`src/logic/ascv_pkg.sv`:
```
package ascv_pkg;

	// ---------------------------------------------------------------
	// timing
	// ---------------------------------------------------------------
	localparam int CLK_PERIOD_NS = 20;
	// shortest half period of the serial clock (5 MHz ceiling)
	localparam int SCLK_HALF_NS = 100;
	// enable setup, hold and abort guard
	localparam int EN_GUARD_NS = 50;
	localparam int SCLK_HALF_CYC =
		(SCLK_HALF_NS + CLK_PERIOD_NS - 1) / CLK_PERIOD_NS;
	localparam int EN_GUARD_CYC =
		(EN_GUARD_NS + CLK_PERIOD_NS - 1) / CLK_PERIOD_NS;
	// "longer than" the guard: one cycle beyond its rounded length
	localparam int EN_ABORT_CYC = EN_GUARD_CYC + 1;

	// ---------------------------------------------------------------
	// serial word
	// ---------------------------------------------------------------
	localparam int WORD_BITS = 8;
	localparam int VOL_BITS = 5;
	localparam int ATT_BITS = 7;
	localparam logic [3:0] BIT_CNT_LAST = 4'h7;
	// upper three bits of a word select its target
	localparam logic [2:0] SEL_CTRL = 3'h0;
	localparam logic [2:0] SEL_VOLUME = 3'h3;
	// control word field positions
	localparam int POS_POWER_DOWN = 0;
	localparam int POS_MUTE = 1;
	localparam int POS_VOL_MODE = 2;
	localparam int POS_GAIN_EXT = 3;
	localparam int POS_HP_MODE = 4;
	localparam logic [4:0] CTRL_RESET = 5'h00;
	localparam logic [4:0] VOL_RESET = 5'h00;
	// idle pin levels {beep, sense, data, enable, clock}: only enable
	// idles high, so no false clock edge or sense follows reset
	localparam logic [4:0] SYNC_IDLE = 5'h02;

	// attenuation magnitude in dB for each volume code
	localparam logic [ATT_BITS-1:0] ATT_TABLE [32] = '{
		7'h5A, 7'h5A, 7'h44, 7'h3F, 7'h39, 7'h33, 7'h2F, 7'h2D,
		7'h2A, 7'h27, 7'h24, 7'h22, 7'h20, 7'h1E, 7'h1C, 7'h1A,
		7'h18, 7'h16, 7'h14, 7'h12, 7'h10, 7'h0E, 7'h0C, 7'h0A,
		7'h08, 7'h06, 7'h05, 7'h04, 7'h03, 7'h02, 7'h01, 7'h00
	};

	// ---------------------------------------------------------------
	// controller registers (APB)
	// ---------------------------------------------------------------
	localparam int APB_ADDR_W = 12;
	localparam logic [11:0] OFS_CMD = 12'h000;
	localparam logic [11:0] OFS_STATUS = 12'h004;
	localparam int POS_BUSY = 0;

	typedef enum logic [2:0] {
		ASCV_IDLE,
		ASCV_SETUP,
		ASCV_LOW,
		ASCV_HIGH,
		ASCV_HOLD,
		ASCV_GAP
	} ascv_state_t;

endpackage

```
`src/logic/ascv_if.sv`:
```
interface ascv_if;
	logic sclk;
	logic enableN;
	logic sdata;

	modport host (
		output sclk,
		output enableN,
		output sdata
	);

	modport dev (
		input sclk,
		input enableN,
		input sdata
	);
endinterface

```
`src/logic/ascv_device.sv`:
```
module ascv_device (
	// system
	input wire logic clk,
	input wire logic rst,
	// serial link
	ascv_if.dev link,
	// analog-side detector pins
	input wire logic headphoneDetectPin,
	input wire logic beepDetect,
	// amplifier controls
	output logic ampActive,
	output logic ampMute,
	output logic dockMute,
	output logic headphoneMode,
	output logic outputsInPhase,
	output logic gainExternal,
	output logic volumeActive,
	output logic [ascv_pkg::VOL_BITS-1:0] volumeCode,
	output logic [ascv_pkg::ATT_BITS-1:0] attenDb,
	output logic wordStrobe
);
	import ascv_pkg::*;

	// ---------------------------------------------------------------
	// synchronisers
	// ---------------------------------------------------------------
	logic [4:0] syncA_q;
	logic [4:0] syncB_q;
	logic sclkPrev_q;
	logic sclkS;
	logic enNS;
	logic dataS;
	logic hpPinS;
	logic beepS;
	logic sclkRise;

	always_ff @(posedge clk or posedge rst) begin
		if (rst) begin
			syncA_q <= SYNC_IDLE;
			syncB_q <= SYNC_IDLE;
			sclkPrev_q <= 1'b0;
		end else begin
			syncA_q <= {beepDetect, headphoneDetectPin, link.sdata,
				link.enableN, link.sclk};
			syncB_q <= syncA_q;
			sclkPrev_q <= syncB_q[0];
		end
	end

	assign sclkS = syncB_q[0];
	assign enNS = syncB_q[1];
	assign dataS = syncB_q[2];
	assign hpPinS = syncB_q[3];
	assign beepS = syncB_q[4];
	assign sclkRise = sclkS & ~sclkPrev_q;

	// ---------------------------------------------------------------
	// enable abort filter
	// ---------------------------------------------------------------
	// a short high glitch on enable keeps the partial word; only a
	// high phase longer than the guard time throws it away
	logic [3:0] enHighCnt_q;
	logic abortWord;

	always_ff @(posedge clk or posedge rst) begin
		if (rst) begin
			enHighCnt_q <= 4'h0;
		end else if (!enNS) begin
			enHighCnt_q <= 4'h0;
		end else if (enHighCnt_q != 4'(EN_ABORT_CYC)) begin
			enHighCnt_q <= enHighCnt_q + 4'h1;
		end
	end

	assign abortWord = (enHighCnt_q == 4'(EN_ABORT_CYC));

	// ---------------------------------------------------------------
	// shift register
	// ---------------------------------------------------------------
	logic [WORD_BITS-1:0] shift_q;
	logic [WORD_BITS-1:0] shiftNext;
	logic [3:0] bitCnt_q;
	logic wordDone_q;
	logic wordFull;

	assign shiftNext = {shift_q[WORD_BITS-2:0], dataS};
	assign wordFull = sclkRise & ~enNS & ~wordDone_q &
		(bitCnt_q == BIT_CNT_LAST);

	always_ff @(posedge clk or posedge rst) begin
		if (rst) begin
			shift_q <= '0;
			bitCnt_q <= 4'h0;
			wordDone_q <= 1'b0;
		end else if (abortWord) begin
			bitCnt_q <= 4'h0;
			wordDone_q <= 1'b0;
		end else if (sclkRise && !enNS && !wordDone_q) begin
			shift_q <= shiftNext;
			if (bitCnt_q == BIT_CNT_LAST) begin
				wordDone_q <= 1'b1;
				bitCnt_q <= 4'h0;
			end else begin
				bitCnt_q <= bitCnt_q + 4'h1;
			end
		end
	end

	// ---------------------------------------------------------------
	// control fields
	// ---------------------------------------------------------------
	logic [4:0] ctrl_q;
	logic [VOL_BITS-1:0] vol_q;

	always_ff @(posedge clk or posedge rst) begin
		if (rst) begin
			ctrl_q <= CTRL_RESET;
			vol_q <= VOL_RESET;
		end else if (wordFull) begin
			unique case (shiftNext[7:5])
				SEL_CTRL: ctrl_q <= shiftNext[4:0];
				SEL_VOLUME: vol_q <= shiftNext[VOL_BITS-1:0];
				default: ;
			endcase
		end
	end

	always_ff @(posedge clk or posedge rst) begin
		if (rst) begin
			wordStrobe <= 1'b0;
		end else begin
			wordStrobe <= wordFull;
		end
	end

	// ---------------------------------------------------------------
	// amplifier outputs
	// ---------------------------------------------------------------
	// outputs trail the fields by one cycle so every port leaves a
	// flip-flop; a change on the sense pin appears after the
	// two-stage synchroniser plus this stage
	logic hpNow;

	assign hpNow = hpPinS | ctrl_q[POS_HP_MODE];

	always_ff @(posedge clk or posedge rst) begin
		if (rst) begin
			headphoneMode <= 1'b0;
			outputsInPhase <= 1'b0;
		end else begin
			headphoneMode <= hpNow;
			outputsInPhase <= hpNow;
		end
	end

	always_ff @(posedge clk or posedge rst) begin
		if (rst) begin
			ampActive <= 1'b0;
			ampMute <= 1'b0;
			dockMute <= 1'b0;
		end else begin
			ampActive <= ctrl_q[POS_POWER_DOWN];
			ampMute <= ctrl_q[POS_MUTE] & ~beepS;
			dockMute <= ctrl_q[POS_MUTE];
		end
	end

	always_ff @(posedge clk or posedge rst) begin
		if (rst) begin
			gainExternal <= 1'b0;
		end else begin
			gainExternal <= ctrl_q[POS_GAIN_EXT];
		end
	end

	always_ff @(posedge clk or posedge rst) begin
		if (rst) begin
			volumeActive <= 1'b0;
			volumeCode <= VOL_RESET;
			attenDb <= '0;
		end else begin
			volumeCode <= vol_q;
			volumeActive <= ctrl_q[POS_VOL_MODE];
			if (ctrl_q[POS_VOL_MODE]) begin
				attenDb <= ATT_TABLE[vol_q];
			end else begin
				attenDb <= '0;
			end
		end
	end

endmodule // ascv_device

```
`src/flat_wrapper.sv`:
```
// flat-port wrapper written by rule: the top's interface ports become plain ports
module ascv_device_flat import ascv_pkg::*;
  (clk, rst, headphoneDetectPin, beepDetect, ampActive, ampMute, dockMute, headphoneMode, outputsInPhase, gainExternal, volumeActive, volumeCode, attenDb, wordStrobe, link_sclk, link_enableN, link_sdata);
  ascv_if link_i ();
  input wire logic clk;
  input wire logic rst;
  input wire logic headphoneDetectPin;
  input wire logic beepDetect;
  output logic ampActive;
  output logic ampMute;
  output logic dockMute;
  output logic headphoneMode;
  output logic outputsInPhase;
  output logic gainExternal;
  output logic volumeActive;
  output logic [ascv_pkg::VOL_BITS-1:0] volumeCode;
  output logic [ascv_pkg::ATT_BITS-1:0] attenDb;
  output logic wordStrobe;
  input wire logic [$bits(link_i.sclk)-1:0] link_sclk;
  input wire logic [$bits(link_i.enableN)-1:0] link_enableN;
  input wire logic [$bits(link_i.sdata)-1:0] link_sdata;
  assign link_i.sclk = link_sclk;
  assign link_i.enableN = link_enableN;
  assign link_i.sdata = link_sdata;
  ascv_device u_core (.clk(clk), .rst(rst), .link(link_i), .headphoneDetectPin(headphoneDetectPin), .beepDetect(beepDetect), .ampActive(ampActive), .ampMute(ampMute), .dockMute(dockMute), .headphoneMode(headphoneMode), .outputsInPhase(outputsInPhase), .gainExternal(gainExternal), .volumeActive(volumeActive), .volumeCode(volumeCode), .attenDb(attenDb), .wordStrobe(wordStrobe));
endmodule
```
`config.mk`:
```
export PLATFORM = sky130hd
export DESIGN_NAME = ascv_device_flat
export DESIGN_NICKNAME = d
export VERILOG_FILES = /design/src/logic/ascv_pkg.sv /design/src/logic/ascv_if.sv /design/src/logic/ascv_device.sv /design/src/flat_wrapper.sv
export SDC_FILE = /design/constraint.sdc
export NUM_CORES = 1
export LEC_CHECK = 0
export BUFFER_PORTS_ARGS = -buffer_cell sky130_fd_sc_hd__buf_2
export CELL_PAD_IN_SITES_DETAIL_PLACEMENT = 0
export CELL_PAD_IN_SITES_GLOBAL_PLACEMENT = 1
export CORE_ASPECT_RATIO = 0.7
export CORE_MARGIN = 5
export CORE_UTILIZATION = 46
export CTS_CLUSTER_DIAMETER = 80
export DETAILED_ROUTE_END_ITERATION = 16
export GPL_TIMING_DRIVEN = 0
export PLACE_DENSITY_LB_ADDON = 0.1
export SYNTH_ARGS = -nofsm -noshare
export SYNTH_HDL_FRONTEND = slang
export SYNTH_SLANG_ARGS = --single-unit
```
`constraint.sdc`:
```
create_clock -name clk -period 2.2 [get_ports clk]
set_input_delay 0.44 -clock clk [delete_from_list [all_inputs] [get_ports clk]]
set_output_delay 0.44 -clock clk [all_outputs]
set_load 0.01 [all_outputs]
```
* Yosys cells after proc, flatten, opt, wreduce, memory -nomap -nowiden
Memory sizes are Yosys's and may differ from the RTL's.
Index checks and enable logic that the tools add are counted.
** Operators by class
- Reductions and logical operators :: 11
- Equal/unequal tests :: 5
- $lt $le $gt $ge :: 1
- Muxes and demuxes :: 11
- Bitwise operators :: 12
- Add/subtract/negate cells :: 2
** Operator list (number)
- 7-bit 2-to-1 mux :: 3
- 4-bit 2-to-1 mux :: 5
- 4-bit by 1-bit adder with 4-bit output, second input constant :: 2
- 4-bit by 3-bit == test with 1-bit output, second input constant :: 2
- 2-bit AND reduction :: 4
- 6-bit >= comparator, second input constant :: 1
- 5-bit inverter with 6-bit output :: 1
- 1-bit AND :: 5
- 1-bit inverter :: 5
- 4-bit by 3-bit != test with 1-bit output, second input constant :: 1
- 2-bit nonzero test :: 2
- 3-bit by 2-bit == test with 1-bit output, second input constant :: 1
- 3-bit logical NOT :: 1
- 1-bit 2-to-1 mux :: 3
- 1-bit logical AND :: 2
- 1-bit logical NOT :: 2
- 2-bit != test, second input constant :: 1
- 1-bit OR :: 1
** Word-level totals
- Memory bits (read-only) :: 224
- Output and inout port bits :: 20
- Flip-flop bits (word level) :: 56
- Memories kept :: 1
** Memory list
- (name not given) :: depth 32, width 7, read ports 1, clocked after memory_dff 0, wr ports 0, RTL line ascv_device.sv:185 : attenDb <= ATT_TABLE[vol_q];

* Logic depth before layout (Yosys ltp)
Gate-level depths: netlist of run 1.
- Word-level depth :: 6
- Gate-level depth with buffers :: 6
- Gate-level depth less buffers :: 5

* Worst setup path after synthesis of run 1
Ideal clock, no wire load.
- Path kind :: reg-to-reg
- Start :: register u_core.syncB_q[1]
- End :: register u_core.vol_q[0]
- Slack :: 0.292 ns
- Required time :: 2.075 ns
- Arrival :: 1.784 ns
- Path buffers :: 1
- Stages on the path, launching flop included :: 5
- Period minus slack after synthesis :: 1.908 ns
- Cells stage by stage :: dfstp_2 > or4b_4 > buf_6 > nor4_4 > mux2_2
** On the way
- Longest elaborated chain between the ends :: 5
** RTL lines
- from (decl) :: RTL line ascv_device.sv:28 : logic [4:0] syncB_q;
- from (signal assigned) :: RTL line ascv_device.sv:45 : syncB_q <= syncA_q;
- 1-bit inverter :: RTL line ascv_device.sv:87 : assign wordFull = sclkRise & ~enNS & ~wordDone_q &
- 1-bit AND (3 in a row) :: RTL line ascv_device.sv:87
- 2-bit AND reduction (no line)
- to (signal assigned) :: RTL line ascv_device.sv:122 : SEL_VOLUME: vol_q <= shiftNext[VOL_BITS-1:0];
- to (decl) :: RTL line ascv_device.sv:113 : logic [VOL_BITS-1:0] vol_q;
No other way between the ends.
A chain may end at the register's enable or synchronous reset.

* Worst setup path after layout of run 1
- Start :: register u_core.syncB_q[1]
- End :: register u_core.vol_q[3]
Same word-level chain as after synthesis.

==> results of run 1 <==
report_power, final:
| part | leakage, nW | internal, mW | switching (mW) |
|---|---|---|---|
| clock | 0.0414 | 0.227 | 0.313 |
| combinational | 0.485 | 0.187 | 0.165 |
| sequential | 0.734 | 1.18 | 0.133 |
| total | 1.26 | 1.59 | 0.612 |
final timing paths:
path | start | endpoint | slack, ns | cells past startpoint
worst max-delay path | u_core.syncB_q[1] | u_core.vol_q[3] | 0.15 | 4
worst min-delay path | rst | u_core.syncA_q[3] | 0.13 | 2
worst max register to register | u_core.syncB_q[1] | u_core.vol_q[3] | 0.15 | 4
worst min register to register | u_core.syncA_q[2] | u_core.syncB_q[2] | 0.36 | 0
max in group asynchronous | rst | u_core.shift_q[5] | 1.55 | 3
min in group clk | link_enableN | u_core.syncA_q[1] | 0.23 | 1
state kept, by name (all words and copies together) (netlist names):
name                  flops
u_core.wordStrobe         1
u_core.ampMute            1
u_core.syncA_q            5
u_core.headphoneMode      1
u_core.attenDb            7
u_core.ctrl_q             5
u_core.sclkPrev_q         1
u_core.bitCnt_q           4
u_core.wordDone_q         1
u_core.ampActive          1
u_core.syncB_q            5
u_core.volumeCode         5
u_core.vol_q              5
u_core.volumeActive       1
u_core.shift_q            7
u_core.dockMute           1
u_core.enHighCnt_q        4
u_core.gainExternal       1
cells by family (layout without fill, tap and decap cells):
group                    Yosys count  count (layout)  share of synthesized area [%]
flip-flops                        56              56                           61.9
AND/OR/NAND/NOR                   39              39                           11.3
AO/OA/AOI/OAI                     23              23                           6.40
multiplexers                      23              23                           11.1
buffers and inverters             13              48                           2.65
adder cells (fa/ha/maj)           10              10                           5.52
XOR/XNOR                           3               3                           1.16
area by class of cell:
| class | instances | area, µm² | area share [%] |
|---|---|---|---|
| flip-flops and latches | 56 | 1400 | 54.1 |
| multi-input cells | 98 | 805 | 31.0 |
| repair buffers | 27 | 150 | 5.79 |
| well taps | 69 | 86.3 | 3.33 |
| clock buffers | 6 | 72.6 | 2.80 |
| plain buffers | 6 | 33.8 | 1.30 |
| inverters | 7 | 26.3 | 1.01 |
| clock inverters | 2 | 16.3 | 0.627 |
metrics by stage:
step                      TNS (ns)  util (%)  std cells  setup WS, ns
after floorplan                  0         -        167         0.292
after global placement       -7.45      52.0        262        -0.141
after detailed placement         0      52.4        263         0.150
after CTS                        0      54.2        271         0.124
after global routing             0      54.2        271        0.0490
final                            0      54.2        271         0.149
cell usage after synthesis, types with 3 or more instances:
master	number	share of area (%)
dfrtp_1	54	60
mux2_2	17	8.4
ha_1	10	5.5
nor2_1	9	1.5
a21oi_1	7	1.5
inv_1	7	1.2
mux2i_1	6	2.6
nand2b_1	6	1.7
nor2b_1	5	1.4
o21ai_0	5	1.1
clkbuf_1	4	0.66
nand2_1	4	0.66
o21a_1	3	0.99
xnor2_1	3	1.2
metal layers:
| layer | vias up | share of wire (%) | global-route usage, % | wire (µm) |
|---|---|---|---|---|
| met3 | 2 | 5.8 | 4.23 | 223 |
| met2 | 25 | 41 | 21.4 | 1560 |
| li1 | 643 | - | - | - |
| met5 | - | 0 | 0 | 0 |
| met1 | 642 | 53 | 19.3 | 2010 |
| met4 | 0 | 0.55 | 3.78 | 21 |
==> metrics.md, run 1 <==
| Metric | Value |
|---|---|
| Initial drt markers | `45` |
| Largest net degree at the start of global routing | `38` |
| N_diodes | `0` |
| Tot Pwr | `2.21 mW` |
| Die height | `68.8 µm` |
| Die ar. | `0.00646 mm²` |
| Rows | `21` |
| H-tree depth | `2` |
| Clock root buffer | `clkbuf_8` |
| GPL Wtd Cong | `0.813` |
| Number of synthesized flops with an enable pin | `0` |
| DRT Pass-1 Iters | `5` |
| I/O Buffers | `26` |
| CTS Buffer Depth | `2` |
| Synth cell types | `36` |
| Power Density | `851 mW/mm²` |
| Placed inst area | `0.00250 mm²` |
| Fin crit share | `93.2%` |
| Final Hold Fails | `0` |
| Worst-Skew Late Latency | `0.30 ns` |
| Async set-reset flop share out of synthesis | `100%` |
| Status | `complete, no violations` |
| Clock buffer count from CTS | `5` |
| Die W | `93.9 µm` |
| Hold_buf cts | `0` |
| Endpoints failing setup | `0` |
| Skew final | `0.00464 ns` |
| Drc violations | `0` |
| #FFs+latches synth | `56` |
| Number of global-route vias before repair | `1423` |
| RSZ-0062 raised after global routing | `no` |
| Clock Sinks | `56` |
| Synthesis Warnings | `0` |
| Detailed-route wire length per cell | `14.1 µm` |
| Final count of pins violating max slew | `0` |
| Via count | `1312` |
| Crit. End Element | `register` |
| Syn Inst Count | `167` |
| Synthesized cell area | `0.00227 mm²` |
| Fin Hold WS | `0.129 ns` |
| Drt via density | `4.84` |
| Filler cells | `438` |
| GRT Overall Usage | `13.9%` |
| Commonest non-fill, non-tap cells in the layout | `dfrtp_1, buf_2, mux2_2` |
| Layout Nets | `218` |
| Initial Util | `47.4%` |
| Leakage | `1.26 nW` |
| HPWL Detailed | `2800 µm` |
| Most used flip-flop cell after synthesis | `dfrtp_1` |
| Critical path class | `reg2reg` |
| Least-Margin Pin Slew | `0.473 ns` |
| Post-CTS sizing | `0` |
| Core area | `0.00478 mm²` |
| Antenna violations before repair | `0` |
| Hold Crit Class | `in2async` |
| CP max stage delay | `0.57 ns` |
| Global-route wire length before repair | `6900 µm` |
| Critical path buffer and inverter count | `1` |
| Post-route minimum period | `2.05 ns` |
| Worst vdd ir | `0.467 mV` |
| Most common cell after layout, fill and taps aside | `dfrtp_1` |
| Post-CTS setup buffer count | `0` |
| Ratio of cells with drive above 1 in the final layout | `31.2%` |
| WL final | `3820 µm` |
| Clock slew at reported path FFs | `0.10 ns` |
| Worst endpoint data arrival time | `2.24 ns` |
| Net Count, Synth | `184` |
| CP cell instances | `or4b_4 -> buf_6 -> nor4_4 -> mux2_2` |
| Area Growth Syn to Fin | `14.3%` |
| Maxcap violations | `0` |
| Critical Path Slowest Stage Cell | `or4b_4` |
| IO Count | `27` |
| Post-synthesis sequential area ratio | `61.9%` |
| Fmax achieved | `487 MHz` |
| Number of routed nets with antenna violations | `0` |
| Design area | `0.00259 mm²` |
| CP top delay family | `simple AND/OR/NAND/NOR gates` |
| CTS tree | `built` |
| Syn_area_per_cell | `13.6 µm²` |
| Crit Path Max Fanout | `10` |
| CP required | `2.39 ns` |
| Total gr overflow | `0` |
| Slew headroom | `68.5%` |
| Worst setup SP type | `register` |
(Power assumes the default switching activity.)
==> inputs of run 2 (changes only) <==
--- a/config.mk
+++ b/config.mk
@@ -10,7 +10,8 @@
 export CELL_PAD_IN_SITES_GLOBAL_PLACEMENT = 1
 export CORE_ASPECT_RATIO = 0.7
 export CORE_MARGIN = 5
-export CORE_UTILIZATION = 46
+export CORE_UTILIZATION = 49
+export CTS_BUF_LIST = sky130_fd_sc_hd__clkbuf_4
 export CTS_CLUSTER_DIAMETER = 80
 export DETAILED_ROUTE_END_ITERATION = 16
 export GPL_TIMING_DRIVEN = 0
==> metrics.md, run 2 (synthesized netlist as in run 1, its figures left out) <==
| Metric | Value |
|---|---|
| Status | `complete, no violations` |
| GPL Wtd Cong | `0.772 (-5.0%)` |
| Sequential power share | `59.2% (-0.4 points)` |
| Critical path buffer and inverter count | `1 (unchanged)` |
| Clock buffer count from CTS | `5 (unchanged)` |
| Final count of pins violating max slew | `0 (unchanged)` |
| Fin worst setup slack | `0.127 ns (-0.0217 ns)` |
| Commonest non-fill, non-tap cells in the layout | `dfrtp_1, buf_2, mux2_2` |
| R2R depth | `4 (unchanged)` |
| Area Growth Syn to Fin | `13.8%` |
| GRT Overall Usage | `14.7% (+0.81 points)` |
| Hold wc startpoint | `link_enableN` |
| Clock power frac | `24.9% (+0.4 points)` |
| Reg2reg end | `u_core.vol_q[4]` |
| Worst setup SP type | `register` |
| Layout Nets | `219 (+0.46%)` |
| Skew final | `0.0104 ns (+0.00578 ns)` |
| Initial drt markers | `66 (+47%)` |
| Worst endpoint data arrival time | `2.33 ns (+0.09 ns)` |
| Rows | `20 (-4.8%)` |
| Crit Path Max Fanout | `10 (unchanged)` |
| Antenna violations before repair | `0 (unchanged)` |
| Fin Hold WS | `0.156 ns (+0.0270 ns)` |
| Clock root buffer | `clkbuf_4` |
| Part of the power in combinational logic | `15.9% (about the same)` |
| DRT Pass-1 Iters | `6 (+1)` |
| Least-Margin Pin Slew | `0.457 ns (-0.0154 ns)` |
| CP cell instances | `or4b_4 -> buf_6 -> nor4_4 -> mux2_2` |
| Design area | `0.00258 mm² (-0.48%)` |
| P_sw | `0.604 mW (-1.2%)` |
| CTS Buffer Depth | `2 (unchanged)` |
| IO Count | `27 (unchanged)` |
| Ratio of cells with drive above 1 in the final layout | `31.5% (+0.34 points)` |
| H-tree depth | `2 (unchanged)` |
| Pre-CTS WS | `0.135 ns (-0.0149 ns)` |
| CP max stage delay | `0.56 ns (about the same)` |
| Hold Crit Class | `in2reg` |
| WL final | `3830 µm (+0.29%)` |
| CTS tree | `built` |
| HPWL Detailed | `2770 µm (-1.0%)` |
| Slew headroom | `69.5% (+1.0 points)` |
| Fin crit share | `94.2% (+0.98 points)` |
| Clock slew at reported path FFs | `0.15 ns (+0.05 ns)` |
| WHS Path Cells | `1` |
| Post-route minimum period | `2.07 ns (+0.0217 ns)` |
| Power Density | `859 mW/mm² (+0.97%)` |
| Detailed-route wire length per cell | `14.9 µm (+5.3%)` |
| Biggest regs | `u_core.attenDb x7, u_core.shift_q x7` |
| Number of routed nets with antenna violations | `0 (unchanged)` |
| CP top delay family | `simple AND/OR/NAND/NOR gates` |
| Reg2reg start | `u_core.syncB_q[1]` |
| Leakage | `1.27 nW (+0.36%)` |
| Most common cell after layout, fill and taps aside | `dfrtp_1` |
| Die ar. | `0.00611 mm² (-5.4%)` |
| Die W | `91.3 µm (-2.8%)` |
| Final Hold Fails | `0 (unchanged)` |
| Clock Sinks | `56 (unchanged)` |
| Sw frac | `27.3% (-0.47 points)` |
| I/O Buffers | `26 (unchanged)` |
| Largest net degree at the start of global routing | `44 (+16%)` |
| Hold Path End | `u_core.syncA_q[1]` |
| Initial Util | `51.5% (+4.1 points)` |
| Total gr overflow | `0 (unchanged)` |
| Utilization after layout | `58.6% (+4.4 points)` |
| Worst-Skew Late Latency | `0.36 ns (+0.06 ns)` |
| Fmax achieved | `482 MHz (-1.0%)` |
| Drt via density | `5.11 (+5.6%)` |
| Core area | `0.00440 mm² (-7.9%)` |
| Global-route wire length before repair | `7030 µm (+1.9%)` |
| CP required | `2.46 ns (+0.07 ns)` |
| RSZ-0062 raised after global routing | `no` |
| Pint | `1.61 mW (+1.1%)` |
| Via count | `1319 (+0.53%)` |
| Placed inst area | `0.00249 mm² (-0.70%)` |
| Worst vdd ir | `0.505 mV (+8.1%)` |
| Critical path class | `reg2reg` |
| Endpoints failing setup | `0 (unchanged)` |
| R2R Setup Slk | `0.13 ns (-0.02 ns)` |
| Drc violations | `0 (unchanged)` |
| Filler cells | `360 (-18%)` |
| Maxcap violations | `0 (unchanged)` |
| Die height | `66.9 µm (-2.7%)` |
| Critical Path Slowest Stage Cell | `or4b_4` |
| Post-CTS sizing | `0 (unchanged)` |
| N_diodes | `0 (unchanged)` |
| Crit. End Element | `register` |
| Number of global-route vias before repair | `1423 (unchanged)` |
## run 2: repair_timing
item	CTS	global route
setup buffers	0	0
hold endpoints to repair	13	0
hold buffers	1	0
## run 2: power by group through the flow
stage | clock network (mW) | registers (mW) | logic, mW
2_1_floorplan | 0 | 1.30 | 0.271
3_3_place_gp | 0 | 1.32 | 0.335
3_5_place_dp | 0 | 1.33 | 0.361
4_1_cts | 0.581 | 1.31 | 0.364
5_1_grt | 0.623 | 1.34 | 0.409
6_report | 0.552 | 1.31 | 0.353
## run 2: layout make-up
cell class / count / area (µm²) / area share [%]
buffer: 6 / 33.8 / 1.31
timing repair buffer: 28 / 160 / 6.20
inverter: 7 / 26.3 / 1.02
tap: 55 / 68.8 / 2.67
sequential: 56 / 1400 / 54.4
clock buffer: 5 / 37.5 / 1.45
clock inverter: 3 / 46.3 / 1.79
multi-input combinational: 98 / 805 / 31.2
## run 2: metal layers
layer | up-vias | track usage, % | wire [µm]
li1 | 642 | - | -
met1 | 640 | 20.5 | 1950
met2 | 33 | 22.4 | 1610
met3 | 4 | 4.85 | 235
met4 | 0 | 3.30 | 29
met5 | - | 0 | 0
## run 2: how the worst max path moves through the flow
stage | slack (ns) | start | endpoint | cells past startpoint
6_report | 0.13 | u_core.syncB_q[1] | u_core.vol_q[4] | 4
5_1_grt | 0.05 | u_core.syncB_q[1] | u_core.vol_q[4] | 4
4_1_cts | 0.11 | u_core.syncB_q[1] | u_core.vol_q[4] | 4
3_5_place_dp | 0.14 | u_core.syncB_q[1] | u_core.vol_q[0] | 4
3_3_place_gp | -0.16 | rst | u_core.ctrl_q[1] | 2
2_1_floorplan | 0.29 | u_core.syncB_q[1] | u_core.vol_q[0] | 4
## run 2: metrics by stage
stage                     power, mW  std cells  TNS, ns
after floorplan                1.58        167        0
after global placement         1.65        248    -8.34
after detailed placement       1.69        249        0
after CTS                      2.26        258        0
after global routing           2.37        258        0
final                          2.22        258        0
## run 2: worst reg2reg max path, stage by stage, from the launching register on
cell,delay (ns)
dfstp_2,0.41
or4b_4,0.56
buf_6,0.16
nor4_4,0.44
mux2_2,0.39
==> inputs of run 3 (changes only) <==
--- a/config.mk
+++ b/config.mk
@@ -11,7 +11,7 @@
 export CORE_ASPECT_RATIO = 0.7
 export CORE_MARGIN = 5
 export CORE_UTILIZATION = 49
-export CTS_BUF_LIST = sky130_fd_sc_hd__clkbuf_4
+export CTS_BUF_LIST = sky130_fd_sc_hd__clkbuf_8
 export CTS_CLUSTER_DIAMETER = 80
 export DETAILED_ROUTE_END_ITERATION = 16
 export GPL_TIMING_DRIVEN = 0
==> metrics.md, run 3 (synthesized netlist as in run 1, its figures left out) <==
| Metric | Value |
|---|---|
| Status | `complete, no violations` |
| Post-CTS sizing | `0 (unchanged)` |
| Hold Crit Class | `in2async` |
| Critical Path Slowest Stage Cell | `or4b_4` |
| Part of the power in combinational logic | `15.1% (-0.8 points)` |
| Pre-CTS WS | `0.135 ns (unchanged)` |
| CP top delay family | `simple AND/OR/NAND/NOR gates` |
| IO Count | `27 (unchanged)` |
| P_sw | `0.623 mW (+3.1%)` |
| Final Hold Fails | `0 (unchanged)` |
| Die ar. | `0.00611 mm² (unchanged)` |
| Biggest regs | `u_core.attenDb x7, u_core.shift_q x7` |
| Filler cells | `352 (-2.2%)` |
| Fin worst setup slack | `0.133 ns (+0.00597 ns)` |
| Utilization after layout | `59.1% (+0.48 points)` |
| Initial Util | `51.5% (unchanged)` |
| GPL Wtd Cong | `0.772 (unchanged)` |
| Sw frac | `26.7% (-0.57 points)` |
| H-tree depth | `2 (unchanged)` |
| Clock slew at reported path FFs | `0.10 ns (-0.05 ns)` |
| Most common cell after layout, fill and taps aside | `dfrtp_1` |
| Number of global-route vias before repair | `1423 (unchanged)` |
| Endpoints failing setup | `0 (unchanged)` |
| Drc violations | `0 (unchanged)` |
| HPWL Detailed | `2770 µm (unchanged)` |
| Largest net degree at the start of global routing | `44 (unchanged)` |
| Tot Pwr | `2.33 mW (+5.3%)` |
| Crit Path Max Fanout | `10 (unchanged)` |
| CP max stage delay | `0.56 ns (about the same)` |
| Reg2reg start | `u_core.syncB_q[1]` |
| Critical path buffer and inverter count | `1 (unchanged)` |
| Initial drt markers | `51 (-23%)` |
| Clock buffer count from CTS | `5 (unchanged)` |
| R2R depth | `4 (unchanged)` |
| Sequential power share | `56.2% (-3.0 points)` |
| Pint | `1.71 mW (+6.1%)` |
| Commonest non-fill, non-tap cells in the layout | `dfrtp_1, buf_2, mux2_2` |
| CTS tree | `built` |
| Clock Sinks | `56 (unchanged)` |
| I/O Buffers | `26 (unchanged)` |
| Layout Nets | `218 (-0.46%)` |
| RSZ-0062 raised after global routing | `no` |
| Global-route wire length before repair | `7040 µm (+0.18%)` |
| Rows | `20 (unchanged)` |
| Die W | `91.3 µm (unchanged)` |
| Final non-filler cell total | `257 (-0.39%)` |
| Ratio of cells with drive above 1 in the final layout | `31.7% (+0.16 points)` |
| Antenna violations before repair | `0 (unchanged)` |
| Fin crit share | `94.0% (-0.27 points)` |
| Post-route minimum period | `2.07 ns (-0.00597 ns)` |
| CP cell instances | `or4b_4 -> buf_6 -> nor4_4 -> mux2_2` |
| N_diodes | `0 (unchanged)` |
| Worst vdd ir | `0.478 mV (-5.2%)` |
| Fmax achieved | `484 MHz (+0.29%)` |
| Least-Margin Pin Slew | `0.458 ns (+0.000603 ns)` |
| Area Growth Syn to Fin | `14.7%` |
| DRT Pass-1 Iters | `6 (unchanged)` |
| Skew final | `0.00601 ns (-0.00442 ns)` |
| Reg2reg end | `u_core.vol_q[1]` |
| Setup TNS | `0 ns (unchanged)` |
| Worst setup SP type | `register` |
| Total gr overflow | `0 (unchanged)` |
| Die height | `66.9 µm (unchanged)` |
| Worst endpoint data arrival time | `2.27 ns (-0.06 ns)` |
| Clock root buffer | `clkbuf_8` |
| R2R Setup Slk | `0.13 ns (about the same)` |
| Critical path class | `reg2reg` |
| Clock power frac | `28.8% (+3.9 points)` |
| Drt via density | `5.12 (about the same)` |
| CTS Buffer Depth | `2 (unchanged)` |
| Placed Instances | `249 (unchanged)` |
| Maxcap violations | `0 (unchanged)` |
| Number of routed nets with antenna violations | `0 (unchanged)` |
| Via count | `1315 (-0.30%)` |
| Crit. End Element | `register` |
| Core area | `0.00440 mm² (unchanged)` |
| Worst-Skew Late Latency | `0.31 ns (-0.05 ns)` |
| GRT Overall Usage | `14.9% (+0.20 points)` |
| Hold_buf cts | `0 (-1)` |
| Post-CTS setup buffer count | `0 (unchanged)` |
| CP required | `2.40 ns (-0.06 ns)` |
| Power Density | `897 mW/mm² (+4.4%)` |
| Final count of pins violating max slew | `0 (unchanged)` |
| Leakage | `1.27 nW (+0.69%)` |
| Detailed-route wire length per cell | `14.9 µm (+0.62%)` |
| Slew headroom | `69.5% (about the same)` |
| WL final | `3840 µm (+0.23%)` |
## run 3: cell type report
cell class	instances	area, µm²	share of cell area (%)
repair buffers	27	150	5.77
inverters	7	26.3	1.01
plain buffers	6	33.8	1.30
clock buffers	5	68.8	2.64
multi-input cells	98	805	30.9
well taps	55	68.8	2.64
flip-flops and latches	56	1400	53.9
clock inverters	3	46.3	1.78
## run 3: how the worst max path moves through the flow
stage                                 start               end  slack (ns)  cells past startpoint
final                     u_core.syncB_q[1]   u_core.vol_q[1]        0.13                      4
after global routing      u_core.syncB_q[1]   u_core.vol_q[2]        0.07                      4
after CTS                 u_core.syncB_q[1]   u_core.vol_q[4]        0.12                      4
after detailed placement  u_core.syncB_q[1]   u_core.vol_q[0]        0.14                      4
after global placement                  rst  u_core.ctrl_q[1]       -0.16                      2
after floorplan           u_core.syncB_q[1]   u_core.vol_q[0]        0.29                      4
## run 3: routing by layer
metal | track usage (%) | wire length (µm)
met5 | 0 | 0
met4 | 4.95 | 43
met3 | 4.74 | 261
met2 | 22.4 | 1610
met1 | 20.5 | 1920
## run 3: metrics by stage
stage          hold slack, ns  area [µm²]
4_1_cts                0.0712        2600
6_report               0.0696        2600
3_3_place_gp            0.336        2470
2_1_floorplan           0.331        2270
5_1_grt                0.0899        2600
3_5_place_dp            0.336        2490
## run 3: worst register-to-register path: stages, from the launching register on
cell     delay, ns
dfstp_2       0.40
or4b_4        0.56
buf_6         0.17
nor4_4        0.44
mux2_2        0.40
## run 3: power groups by stage
stage	clock [mW]	combinational, mW	sequential [mW]
final	0.671	0.352	1.31
after global routing	0.739	0.408	1.34
after CTS	0.703	0.362	1.31
after detailed placement	0	0.361	1.33
after global placement	0	0.335	1.32
after floorplan	0	0.271	1.30
